**src/rrs_pkg.sv**
```systemverilog
// constants, opcodes and register map of the return, rotate and subtract execution unit
//
// Functional notes
// - return: pop stack into pc, two cycles
// - rotate right through carry, one cycle
// - target bit picks working register or file
// - register minus working minus borrow, flags updated
// - immediate minus working minus borrow into working
// - working register into selected s-page register
// - selected s-page register into working register
// - register minus working register, flags updated
package rrs_pkg;

  // ----------------------------------------------------------------
  // widths and sizes
  // ----------------------------------------------------------------
  localparam int FILE_DEPTH    = 128;
  localparam int SFR_COUNT     = 22;
  localparam int RET_CYCLES    = 2;

  // ----------------------------------------------------------------
  // register port map (byte addresses of the plain register port)
  // ----------------------------------------------------------------
  localparam logic [7:0] ADDR_FILE_LAST = 8'h7F;
  localparam logic [7:0] ADDR_WORK      = 8'h80;
  localparam logic [7:0] ADDR_STATUS    = 8'h81;
  localparam logic [7:0] ADDR_PC_LO     = 8'h82;
  localparam logic [7:0] ADDR_PC_HI     = 8'h83;
  localparam logic [7:0] ADDR_SP        = 8'h84;
  localparam logic [7:0] ADDR_SFR_BASE  = 8'hA0;
  localparam logic [7:0] ADDR_SFR_LAST  = 8'hB5;

  // ----------------------------------------------------------------
  // status field positions and reset values
  // ----------------------------------------------------------------
  localparam int STAT_CARRY_BIT  = 0;
  localparam int STAT_NIBBLE_BIT = 1;
  localparam int STAT_ZERO_BIT   = 2;
  localparam logic [7:0] WORK_RESET = 8'h00;
  localparam logic [7:0] SFR_RESET  = 8'h00;
  localparam logic       FLAG_RESET = 1'b0;

  // ----------------------------------------------------------------
  // opcodes and sequencer states
  // ----------------------------------------------------------------
  typedef enum logic [2:0] {
    OP_CALL_EXIT   = 3'h0,
    OP_ROT_RIGHT   = 3'h1,
    OP_SUB_BOR_REG = 3'h2,
    OP_SUB_BOR_IMM = 3'h3,
    OP_SFR_WRITE   = 3'h4,
    OP_SFR_READ    = 3'h5,
    OP_REG_MINUS   = 3'h6
  } rrs_op_t;

  typedef enum logic [1:0] {
    ST_RUN      = 2'b01,
    ST_RET_WAIT = 2'b10
  } rrs_state_t;

endpackage

```
**src/rrs_exec_unit.sv**
```systemverilog
// execution unit for return, rotate right, subtracts and s-page moves
`timescale 1ns/1ps
module rrs_exec_unit
  import rrs_pkg::*;
#(
  parameter int PC_WIDTH    = 11,
  parameter int STACK_DEPTH = 8
) (
  clk,
  rst_n,
  op_valid,
  op_code,
  op_reg_addr,
  op_to_reg,
  op_imm,
  op_sfr_idx,
  op_ready,
  call_push,
  call_push_addr,
  reg_addr,
  reg_wdata,
  reg_wr,
  reg_rd,
  reg_rdata,
  work_q,
  carry_q,
  nibble_q,
  zero_q,
  pc_q
);
  localparam int SPW = $clog2(STACK_DEPTH);

  input  wire logic                clk;
  input  wire logic                rst_n;
  input  wire logic                op_valid;
  input  wire rrs_pkg::rrs_op_t    op_code;
  input  wire logic [6:0]          op_reg_addr;
  input  wire logic                op_to_reg;
  input  wire logic [7:0]          op_imm;
  input  wire logic [4:0]          op_sfr_idx;
  output logic                     op_ready;
  input  wire logic                call_push;
  input  wire logic [PC_WIDTH-1:0] call_push_addr;
  input  wire logic [7:0]          reg_addr;
  input  wire logic [7:0]          reg_wdata;
  input  wire logic                reg_wr;
  input  wire logic                reg_rd;
  output logic      [7:0]          reg_rdata;
  output logic      [7:0]          work_q;
  output logic                     carry_q;
  output logic                     nibble_q;
  output logic                     zero_q;
  output logic      [PC_WIDTH-1:0] pc_q;

  // ----------------------------------------------------------------
  // storage
  // ----------------------------------------------------------------
  logic [7:0]          file_mem  [FILE_DEPTH];
  logic [7:0]          sfr_ff    [SFR_COUNT];
  logic [PC_WIDTH-1:0] stack_mem [STACK_DEPTH];

  rrs_state_t          state_ff,  nxt_state;
  logic [7:0]          work_ff,   nxt_work;
  logic                carry_ff,  nxt_carry;
  logic                nibble_ff, nxt_nibble;
  logic                zero_ff,   nxt_zero;
  logic [PC_WIDTH-1:0] pc_ff,     nxt_pc;
  logic [SPW-1:0]      sp_ff,     nxt_sp;
  logic [7:0]          rdata_ff,  nxt_rdata;

  logic                accept;
  logic [7:0]          file_rd;
  logic [7:0]          sub_a;
  logic                sub_cin;
  logic [7:0]          sub_diff;
  logic                sub_carry;
  logic                sub_nibble;
  logic                sub_zero;
  logic [7:0]          result;
  logic                file_we;
  logic [6:0]          file_waddr;
  logic [7:0]          file_wdata;
  logic                sfr_we;
  logic [4:0]          sfr_widx;
  logic [7:0]          sfr_wdata;
  logic                stack_we;
  logic [7:0]          sfr_bus_idx;

  // ----------------------------------------------------------------
  // operand selection and subtractor
  // ----------------------------------------------------------------
  assign accept   = op_valid && (state_ff == ST_RUN);
  assign op_ready = (state_ff == ST_RUN); // low during the second return cycle
  assign file_rd  = file_mem[op_reg_addr];

  // reg_minus uses a fixed carry-in of one; borrow ops feed the carry flag
  always_comb begin
    sub_a   = (op_code == OP_SUB_BOR_IMM) ? op_imm : file_rd;
    sub_cin = (op_code == OP_REG_MINUS) ? 1'b1 : carry_ff;
  end

  rrs_sub_unit u_sub (
    .a          (sub_a),
    .b          (work_ff),
    .cin        (sub_cin),
    .diff       (sub_diff),
    .carry_out  (sub_carry),
    .nibble_out (sub_nibble),
    .zero_out   (sub_zero)
  );

  // ----------------------------------------------------------------
  // instruction execution: next state of core registers
  // ----------------------------------------------------------------
  // bus writes are applied first so a same-cycle instruction wins over them
  always_comb begin
    nxt_state  = state_ff;
    nxt_work   = work_ff;
    nxt_carry  = carry_ff;
    nxt_nibble = nibble_ff;
    nxt_zero   = zero_ff;
    nxt_pc     = pc_ff;
    nxt_sp     = sp_ff;
    result     = 8'h00;
    file_we    = 1'b0;
    file_waddr = reg_addr[6:0];
    file_wdata = reg_wdata;
    sfr_we     = 1'b0;
    sfr_widx   = 5'h00;
    sfr_wdata  = reg_wdata;
    stack_we   = 1'b0;
    sfr_bus_idx = reg_addr - ADDR_SFR_BASE;
    if (reg_wr) begin
      if (reg_addr <= ADDR_FILE_LAST) begin
        file_we = 1'b1;
      end else if (reg_addr == ADDR_WORK) begin
        nxt_work = reg_wdata;
      end else if (reg_addr == ADDR_STATUS) begin
        nxt_carry  = reg_wdata[STAT_CARRY_BIT];
        nxt_nibble = reg_wdata[STAT_NIBBLE_BIT];
        nxt_zero   = reg_wdata[STAT_ZERO_BIT];
      end else if (reg_addr >= ADDR_SFR_BASE && reg_addr <= ADDR_SFR_LAST) begin
        sfr_we   = 1'b1;
        sfr_widx = sfr_bus_idx[4:0];
      end
    end
    case (state_ff)
      ST_RUN: begin
        if (accept) begin
          nxt_pc = pc_ff + {{(PC_WIDTH-1){1'b0}}, 1'b1};
          case (op_code)
            OP_CALL_EXIT: begin
              nxt_pc    = stack_mem[sp_ff - {{(SPW-1){1'b0}}, 1'b1}];
              nxt_sp    = sp_ff - {{(SPW-1){1'b0}}, 1'b1};
              nxt_state = ST_RET_WAIT;
            end
            OP_ROT_RIGHT: begin
              result    = {carry_ff, file_rd[7:1]};
              nxt_carry = file_rd[0];
            end
            OP_SUB_BOR_REG, OP_REG_MINUS: begin
              result     = sub_diff;
              nxt_carry  = sub_carry;
              nxt_nibble = sub_nibble;
              nxt_zero   = sub_zero;
            end
            OP_SUB_BOR_IMM: begin
              nxt_work   = sub_diff;
              nxt_carry  = sub_carry;
              nxt_nibble = sub_nibble;
              nxt_zero   = sub_zero;
            end
            OP_SFR_WRITE: begin
              if (op_sfr_idx < 5'(SFR_COUNT)) begin
                sfr_we    = 1'b1;
                sfr_widx  = op_sfr_idx;
                sfr_wdata = work_ff;
              end
            end
            OP_SFR_READ: begin
              if (op_sfr_idx < 5'(SFR_COUNT)) begin
                nxt_work = sfr_ff[op_sfr_idx];
              end else begin
                nxt_work = 8'h00;
              end
            end
            default: begin
            end
          endcase
          // destination steering for file operand instructions
          if (op_code == OP_ROT_RIGHT || op_code == OP_SUB_BOR_REG ||
              op_code == OP_REG_MINUS) begin
            if (op_to_reg) begin
              file_we    = 1'b1;
              file_waddr = op_reg_addr;
              file_wdata = result;
            end else begin
              nxt_work = result;
            end
          end
        end
        // a push is dropped in a cycle that also pops
        if (call_push && !(accept && op_code == OP_CALL_EXIT)) begin
          stack_we = 1'b1;
          nxt_sp   = sp_ff + {{(SPW-1){1'b0}}, 1'b1};
        end
      end
      ST_RET_WAIT: begin
        nxt_state = ST_RUN;
      end
      default: begin
        nxt_state = ST_RUN;
      end
    endcase
  end

  // ----------------------------------------------------------------
  // core registers
  // ----------------------------------------------------------------
  always_ff @(posedge clk or negedge rst_n) begin
    if (!rst_n) begin
      state_ff  <= ST_RUN;
      work_ff   <= WORK_RESET;
      carry_ff  <= FLAG_RESET;
      nibble_ff <= FLAG_RESET;
      zero_ff   <= FLAG_RESET;
      pc_ff     <= '0;
      sp_ff     <= '0;
    end else begin
      state_ff  <= nxt_state;
      work_ff   <= nxt_work;
      carry_ff  <= nxt_carry;
      nibble_ff <= nxt_nibble;
      zero_ff   <= nxt_zero;
      pc_ff     <= nxt_pc;
      sp_ff     <= nxt_sp;
    end
  end

  // data file and stack hold data only, so they carry no reset
  always_ff @(posedge clk) begin
    if (file_we) begin
      file_mem[file_waddr] <= file_wdata;
    end
    if (stack_we) begin
      stack_mem[sp_ff] <= call_push_addr; // pointer wraps when full
    end
  end

  // s-page registers
  always_ff @(posedge clk or negedge rst_n) begin
    if (!rst_n) begin
      for (int i = 0; i < SFR_COUNT; i++) begin
        sfr_ff[i] <= SFR_RESET;
      end
    end else if (sfr_we) begin
      sfr_ff[sfr_widx] <= sfr_wdata;
    end
  end

  // ----------------------------------------------------------------
  // register port read path
  // ----------------------------------------------------------------
  // data is valid only in the cycle after the read strobe
  always_comb begin
    nxt_rdata = 8'h00;
    if (reg_rd) begin
      if (reg_addr <= ADDR_FILE_LAST) begin
        nxt_rdata = file_mem[reg_addr[6:0]];
      end else if (reg_addr == ADDR_WORK) begin
        nxt_rdata = work_ff;
      end else if (reg_addr == ADDR_STATUS) begin
        nxt_rdata = {5'h00, zero_ff, nibble_ff, carry_ff};
      end else if (reg_addr == ADDR_PC_LO) begin
        nxt_rdata = 8'(pc_ff);
      end else if (reg_addr == ADDR_PC_HI) begin
        nxt_rdata = 8'(pc_ff >> 8);
      end else if (reg_addr == ADDR_SP) begin
        nxt_rdata = 8'(sp_ff);
      end else if (reg_addr >= ADDR_SFR_BASE && reg_addr <= ADDR_SFR_LAST) begin
        nxt_rdata = sfr_ff[sfr_bus_idx[4:0]];
      end
    end
  end

  always_ff @(posedge clk or negedge rst_n) begin
    if (!rst_n) begin
      rdata_ff <= 8'h00;
    end else begin
      rdata_ff <= nxt_rdata;
    end
  end

  assign reg_rdata = rdata_ff;
  assign work_q    = work_ff;
  assign carry_q   = carry_ff;
  assign nibble_q  = nibble_ff;
  assign zero_q    = zero_ff;
  assign pc_q      = pc_ff;
endmodule

```
**src/rrs_sub_unit.sv**
```systemverilog
// eight-bit subtractor: a + ~b + cin with borrow-inverse flags
`timescale 1ns/1ps
module rrs_sub_unit (
  a,
  b,
  cin,
  diff,
  carry_out,
  nibble_out,
  zero_out
);
  input  wire logic [7:0] a;
  input  wire logic [7:0] b;
  input  wire logic       cin;
  output logic      [7:0] diff;
  output logic            carry_out;
  output logic            nibble_out;
  output logic            zero_out;

  logic [8:0] full_sum;
  logic [4:0] low_sum;

  // carry out of each adder stage is the inverse of a borrow
  always_comb begin
    full_sum   = {1'b0, a} + {1'b0, ~b} + {8'h00, cin};
    low_sum    = {1'b0, a[3:0]} + {1'b0, ~b[3:0]} + {4'h0, cin};
    diff       = full_sum[7:0];
    carry_out  = full_sum[8];
    nibble_out = low_sum[4];
    zero_out   = (full_sum[7:0] == 8'h00);
  end
endmodule

```
**config.mk**
```make
export PLATFORM = sky130hd
export DESIGN_NAME = rrs_exec_unit
export DESIGN_NICKNAME = d
export VERILOG_FILES = /design/src/rrs_pkg.sv /design/src/rrs_exec_unit.sv /design/src/rrs_sub_unit.sv
export SDC_FILE = /design/constraint.sdc
export NUM_CORES = 2
export LEC_CHECK = 0
export ABC_AREA = 1
export BUFFER_PORTS_ARGS = -buffer_cell sky130_fd_sc_hd__buf_2
export CAP_MARGIN = 25
export CELL_PAD_IN_SITES_DETAIL_PLACEMENT = 0
export CELL_PAD_IN_SITES_GLOBAL_PLACEMENT = 1
export CORE_ASPECT_RATIO = 1.5
export CORE_UTILIZATION = 35
export DETAILED_ROUTE_END_ITERATION = 7
export MAX_ROUTING_LAYER = met4
export PLACE_DENSITY_LB_ADDON = 0.1
export SLEW_MARGIN = 20
export SYNTH_ARGS = -nofsm -noshare
export SYNTH_HDL_FRONTEND = slang
export SYNTH_SLANG_ARGS = --single-unit
```
**constraint.sdc**
```tcl
create_clock -name clk -period 6.3 [get_ports clk]
set_input_delay 0.945 -clock clk [delete_from_list [all_inputs] [get_ports clk]]
set_output_delay 0.945 -clock clk [all_outputs]
set_load 0.02 [all_outputs]
```
==> flow_summary.yaml <==
detailed_routing:
  avgViaCountPerCell: 5.77
  wl_met1_um: 108000
  num_vias: 55633
  antenna_left: 0
  drt_wl_total_um: 281000
  wl_met3_um: 15300
  route.detailed.drc: 0
  firstDrtPassIters: 6
  wire_per_inst_um: 29.1
  drt_iter0_drc: 5405
  route.met2.wl_um: 139000
  dr.max_layer_used: "met4"
sta:
  finalHoldViolCount: 0
  setup_viol: 0
  slew_headroom_pct: 30.7
  worstMarginPinSlew_ns: 1.04
  clock_skew_ns: 0.0465
  whs_ns: 0.205
  finalCritPeriodShare_pct: 82.6
  setup_tns_ns: 0
  drv_slew: 0
  period_needed_ns: 5.21
  rsz0062_at_grt: "false"
  max_freq_ghz: 0.192
placement:
  dp.cells: 9394
  gp_congestion: 0.933
  portBuffers: 87
  dp_hpwl_um: 182000
  place_area_um2: 70200
setup_path:
  critPathArrivalTime_ns: 5.60
  critPathKind: "input port to register"
  timing.rr.end: "file_mem[64][1]"
  critPathMaxFanout: 128
  cp.required_ns: 6.70
  crit_path_start_kind: "input port"
  r2r-start: "file_mem[41][0]"
  rr_worst_depth: 19
  reg2reg_slack_ns: 1.64
  worstSetupEndpointType: "register"
pwr:
  p_int_mw: 16.0
  seqPwrFrac_pct: 45.0
  switching_share_pct: 28.7
  powerDensity_nw_per_um2: 299
  power_leakage_nw: 28.1
  pwr-share-comb_pct: 16.1
  power.share.clock_pct: 38.9
  total_power_mw: 22.4
  vdd_drop_max_mv: 0.226
  power_switching_mw: 6.43
synth:
  synth.avg_cell_area_um2: 9.28
  synth_area_um2: 65000
  async_flop_share_pct: 15.9
  yosys_warnings: 0
  synth-seq-area-share_pct: 59.5
  synth_seq_cells: 1323
  postSynthNetCount: 7074
  yosysUniqueCellTypes: 50
  dominantRegCellSynth: "edfxtp_1"
  synth-edff-count: 1112
  synthesis.instances: 7005
clock_tree:
  clock-sinks: 1323
  clk_path_buf_depth: 4
  cts_setup_buffers: 0
  clk_pin_slew_ns: 0.06
  clk_latency_ns: 0.82
  h-tree-depth: 4
  cts_buffers: 150
  cts.repair.resized: 0
  cts_root_buffer: "clkbuf_16"
  hold_buffers: 0
  cts_tree: "done"
worst_hold_path:
  hp-class: "input port to asynchronous set/reset pin"
floorplanning:
  dieArea_um2: 188000
  fp.dieW_um: 354
  start_util_pct: 35.2
  die_h_um: 530
  ioPinCount: 88
  coreArea_um2: 184000
  rows: 193
grt:
  antenna_found_initial: 6
  grt_use_total_pct: 30.2
  grt_overflow: 0
  grt_max_degree: 129
  grt_pass1_vias: 53576
  grt_pass1_wl_um: 397000
final_layout:
  final_common_cell: "nand2_1"
  multi_input_area_um2: 23400
  stdcell_count: 9647
  fillers: 18155
  regArea_um2: 38700
  area_delta_synth_final_pct: 15.2
  final_cell_area_um2: 74900
  finalNetCount: 7178
  layout_common_cells: "nand2_1 (1,758), edfxtp_1 (1,112), nand3_1 (961)"
  drive_gt1_share_pct: 11.1
flow_run:
  drv_cap: 0
status:
  status: "finished, final reports clean"
## area by class of cell
| cell class | count | share of cell area [%] |
|---|---|---|
| antenna | 4 | 0.0134 |
| clock buffer | 182 | 5.29 |
| clock inverter | 67 | 0.946 |
| inverter | 292 | 1.52 |
| multi-input combinational | 4893 | 31.2 |
| sequential | 1323 | 51.7 |
| tap | 2437 | 4.07 |
| timing repair buffer | 449 | 5.31 |
## cells in the mapped netlist (2+ instances only)
library cell  number  area (µm²)
o21a_1            10        75.1
mux2i_1           15         150
inv_2             20        75.1
edfxtp_1        1112       33400
o22a_1             9        78.8
nand2_1         1762        6610
o21ai_0          609        3050
inv_1            269        1010
nor2_1           547        2050
nand3_1          961        4810
buf_4              4        30.0
clkinv_1           3        11.3
a22oi_1            7        52.6
nor2_4             7        78.8
a2bb2oi_1          2        17.5
dfrtp_1          210        5260
xor2_1             6        52.6
o211ai_1          76         571
clkbuf_1         362        1360
ha_1              10         125
o21ai_2           12         105
or2_2             82         513
nand3b_1          16         120
buf_1             68         255
fa_1               2        40.0
o221ai_1          29         254
o21ai_1            9        45.0
nand4_1           14        87.6
a31oi_1           11        68.8
a21oi_1          196         981
o32ai_1           10        87.6
o2111ai_1         48         420
a221oi_1           9        78.8
o22ai_1          361        2260
nor3_1            27         135
nand3_2            2        20.0
buf_2             63         315
nor2_2             8        50.1
o31ai_1           24         180
o21bai_1           3        22.5
## critical path: stages
cell     delay (ns)
buf_8          0.23
buf_4          0.41
buf_4          0.48
nand3_1        0.13
nand3_1        0.12
nand3_1        0.31
nand2_1        0.19
nand2_1        0.06
nand3_1        0.07
nand2_1        0.15
nand2_1        0.21
a31oi_1        0.14
ha_1           0.37
a21oi_1        0.20
nand2_1        0.11
nand2_1        0.12
nand2_1        0.06
nand2_1        0.05
nand2_1        0.06
or2_2          0.30
nand3_1        0.10
nand3_1        0.08
o21ai_0        0.19
inv_4          0.06
buf_12         0.23
## sequential cells by signal, indices dropped and copies added (netlist names)
name / count
carry_q: 1
file_mem: 1024
nibble_q: 1
pc_q: 11
reg_rdata: 8
sfr_ff: 176
sp_ff: 3
stack_mem: 88
state_ff: 2
work_q: 8
zero_q: 1
## per-layer routing
layer  vias up  GRT usage [%]
met4         0           17.7
met2      2326           50.6
met3       618           2.95
li1      24984              -
met1     27705           35.2
met5         -              -
## through the flow
stage	utilization, %	worst slack [ns]
after floorplan	-	0.479
after global placement	38.1	0.471
after detailed placement	38.1	0.459
after CTS	40.6	1.27
after global routing	40.6	0.856
final	40.6	1.09
## logic make-up (layout without fill, tap and decap cells)
logic type | after synthesis | count (layout) | share of synthesized area (%)
muxes | 15 | 15 | 0.231
xor gates and xnor gates | 7 | 7 | 0.0943
other | 0 | 4 | 0
buffers and inverters | 789 | 990 | 4.70
DFF | 1323 | 1323 | 59.5
AOI/OAI and AO/OA | 1429 | 1429 | 12.9
and+or+nand+nor | 3430 | 3430 | 22.3
adders and majority gates | 12 | 12 | 0.254
## worst max path at each step
| stage | from | endpoint | slack, ns | depth (start not counted) |
|---|---|---|---|---|
| 2_1_floorplan | op_reg_addr[0] | file_mem[0][6] | 0.48 | 24 |
| 3_3_place_gp | op_reg_addr[1] | file_mem[97][5] | 0.47 | 25 |
| 3_5_place_dp | op_reg_addr[0] | file_mem[99][4] | 0.46 | 26 |
| 4_1_cts | op_reg_addr[0] | file_mem[97][4] | 1.27 | 26 |
| 5_1_grt | op_reg_addr[0] | file_mem[99][4] | 0.86 | 26 |
| 6_report | op_reg_addr[1] | file_mem[54][5] | 1.09 | 25 |
## power groups by stage
stage / clock, mW / combinational [mW] / sequential, mW
3_3_place_gp: 0 / 3.59 / 10.3
5_1_grt: 9.17 / 3.89 / 10.1
2_1_floorplan: 0 / 2.00 / 10.3
6_report: 8.72 / 3.61 / 10.1
4_1_cts: 8.89 / 3.61 / 10.1
3_5_place_dp: 0 / 3.61 / 10.3
No activity file was read; power rests on OpenSTA's default activity.
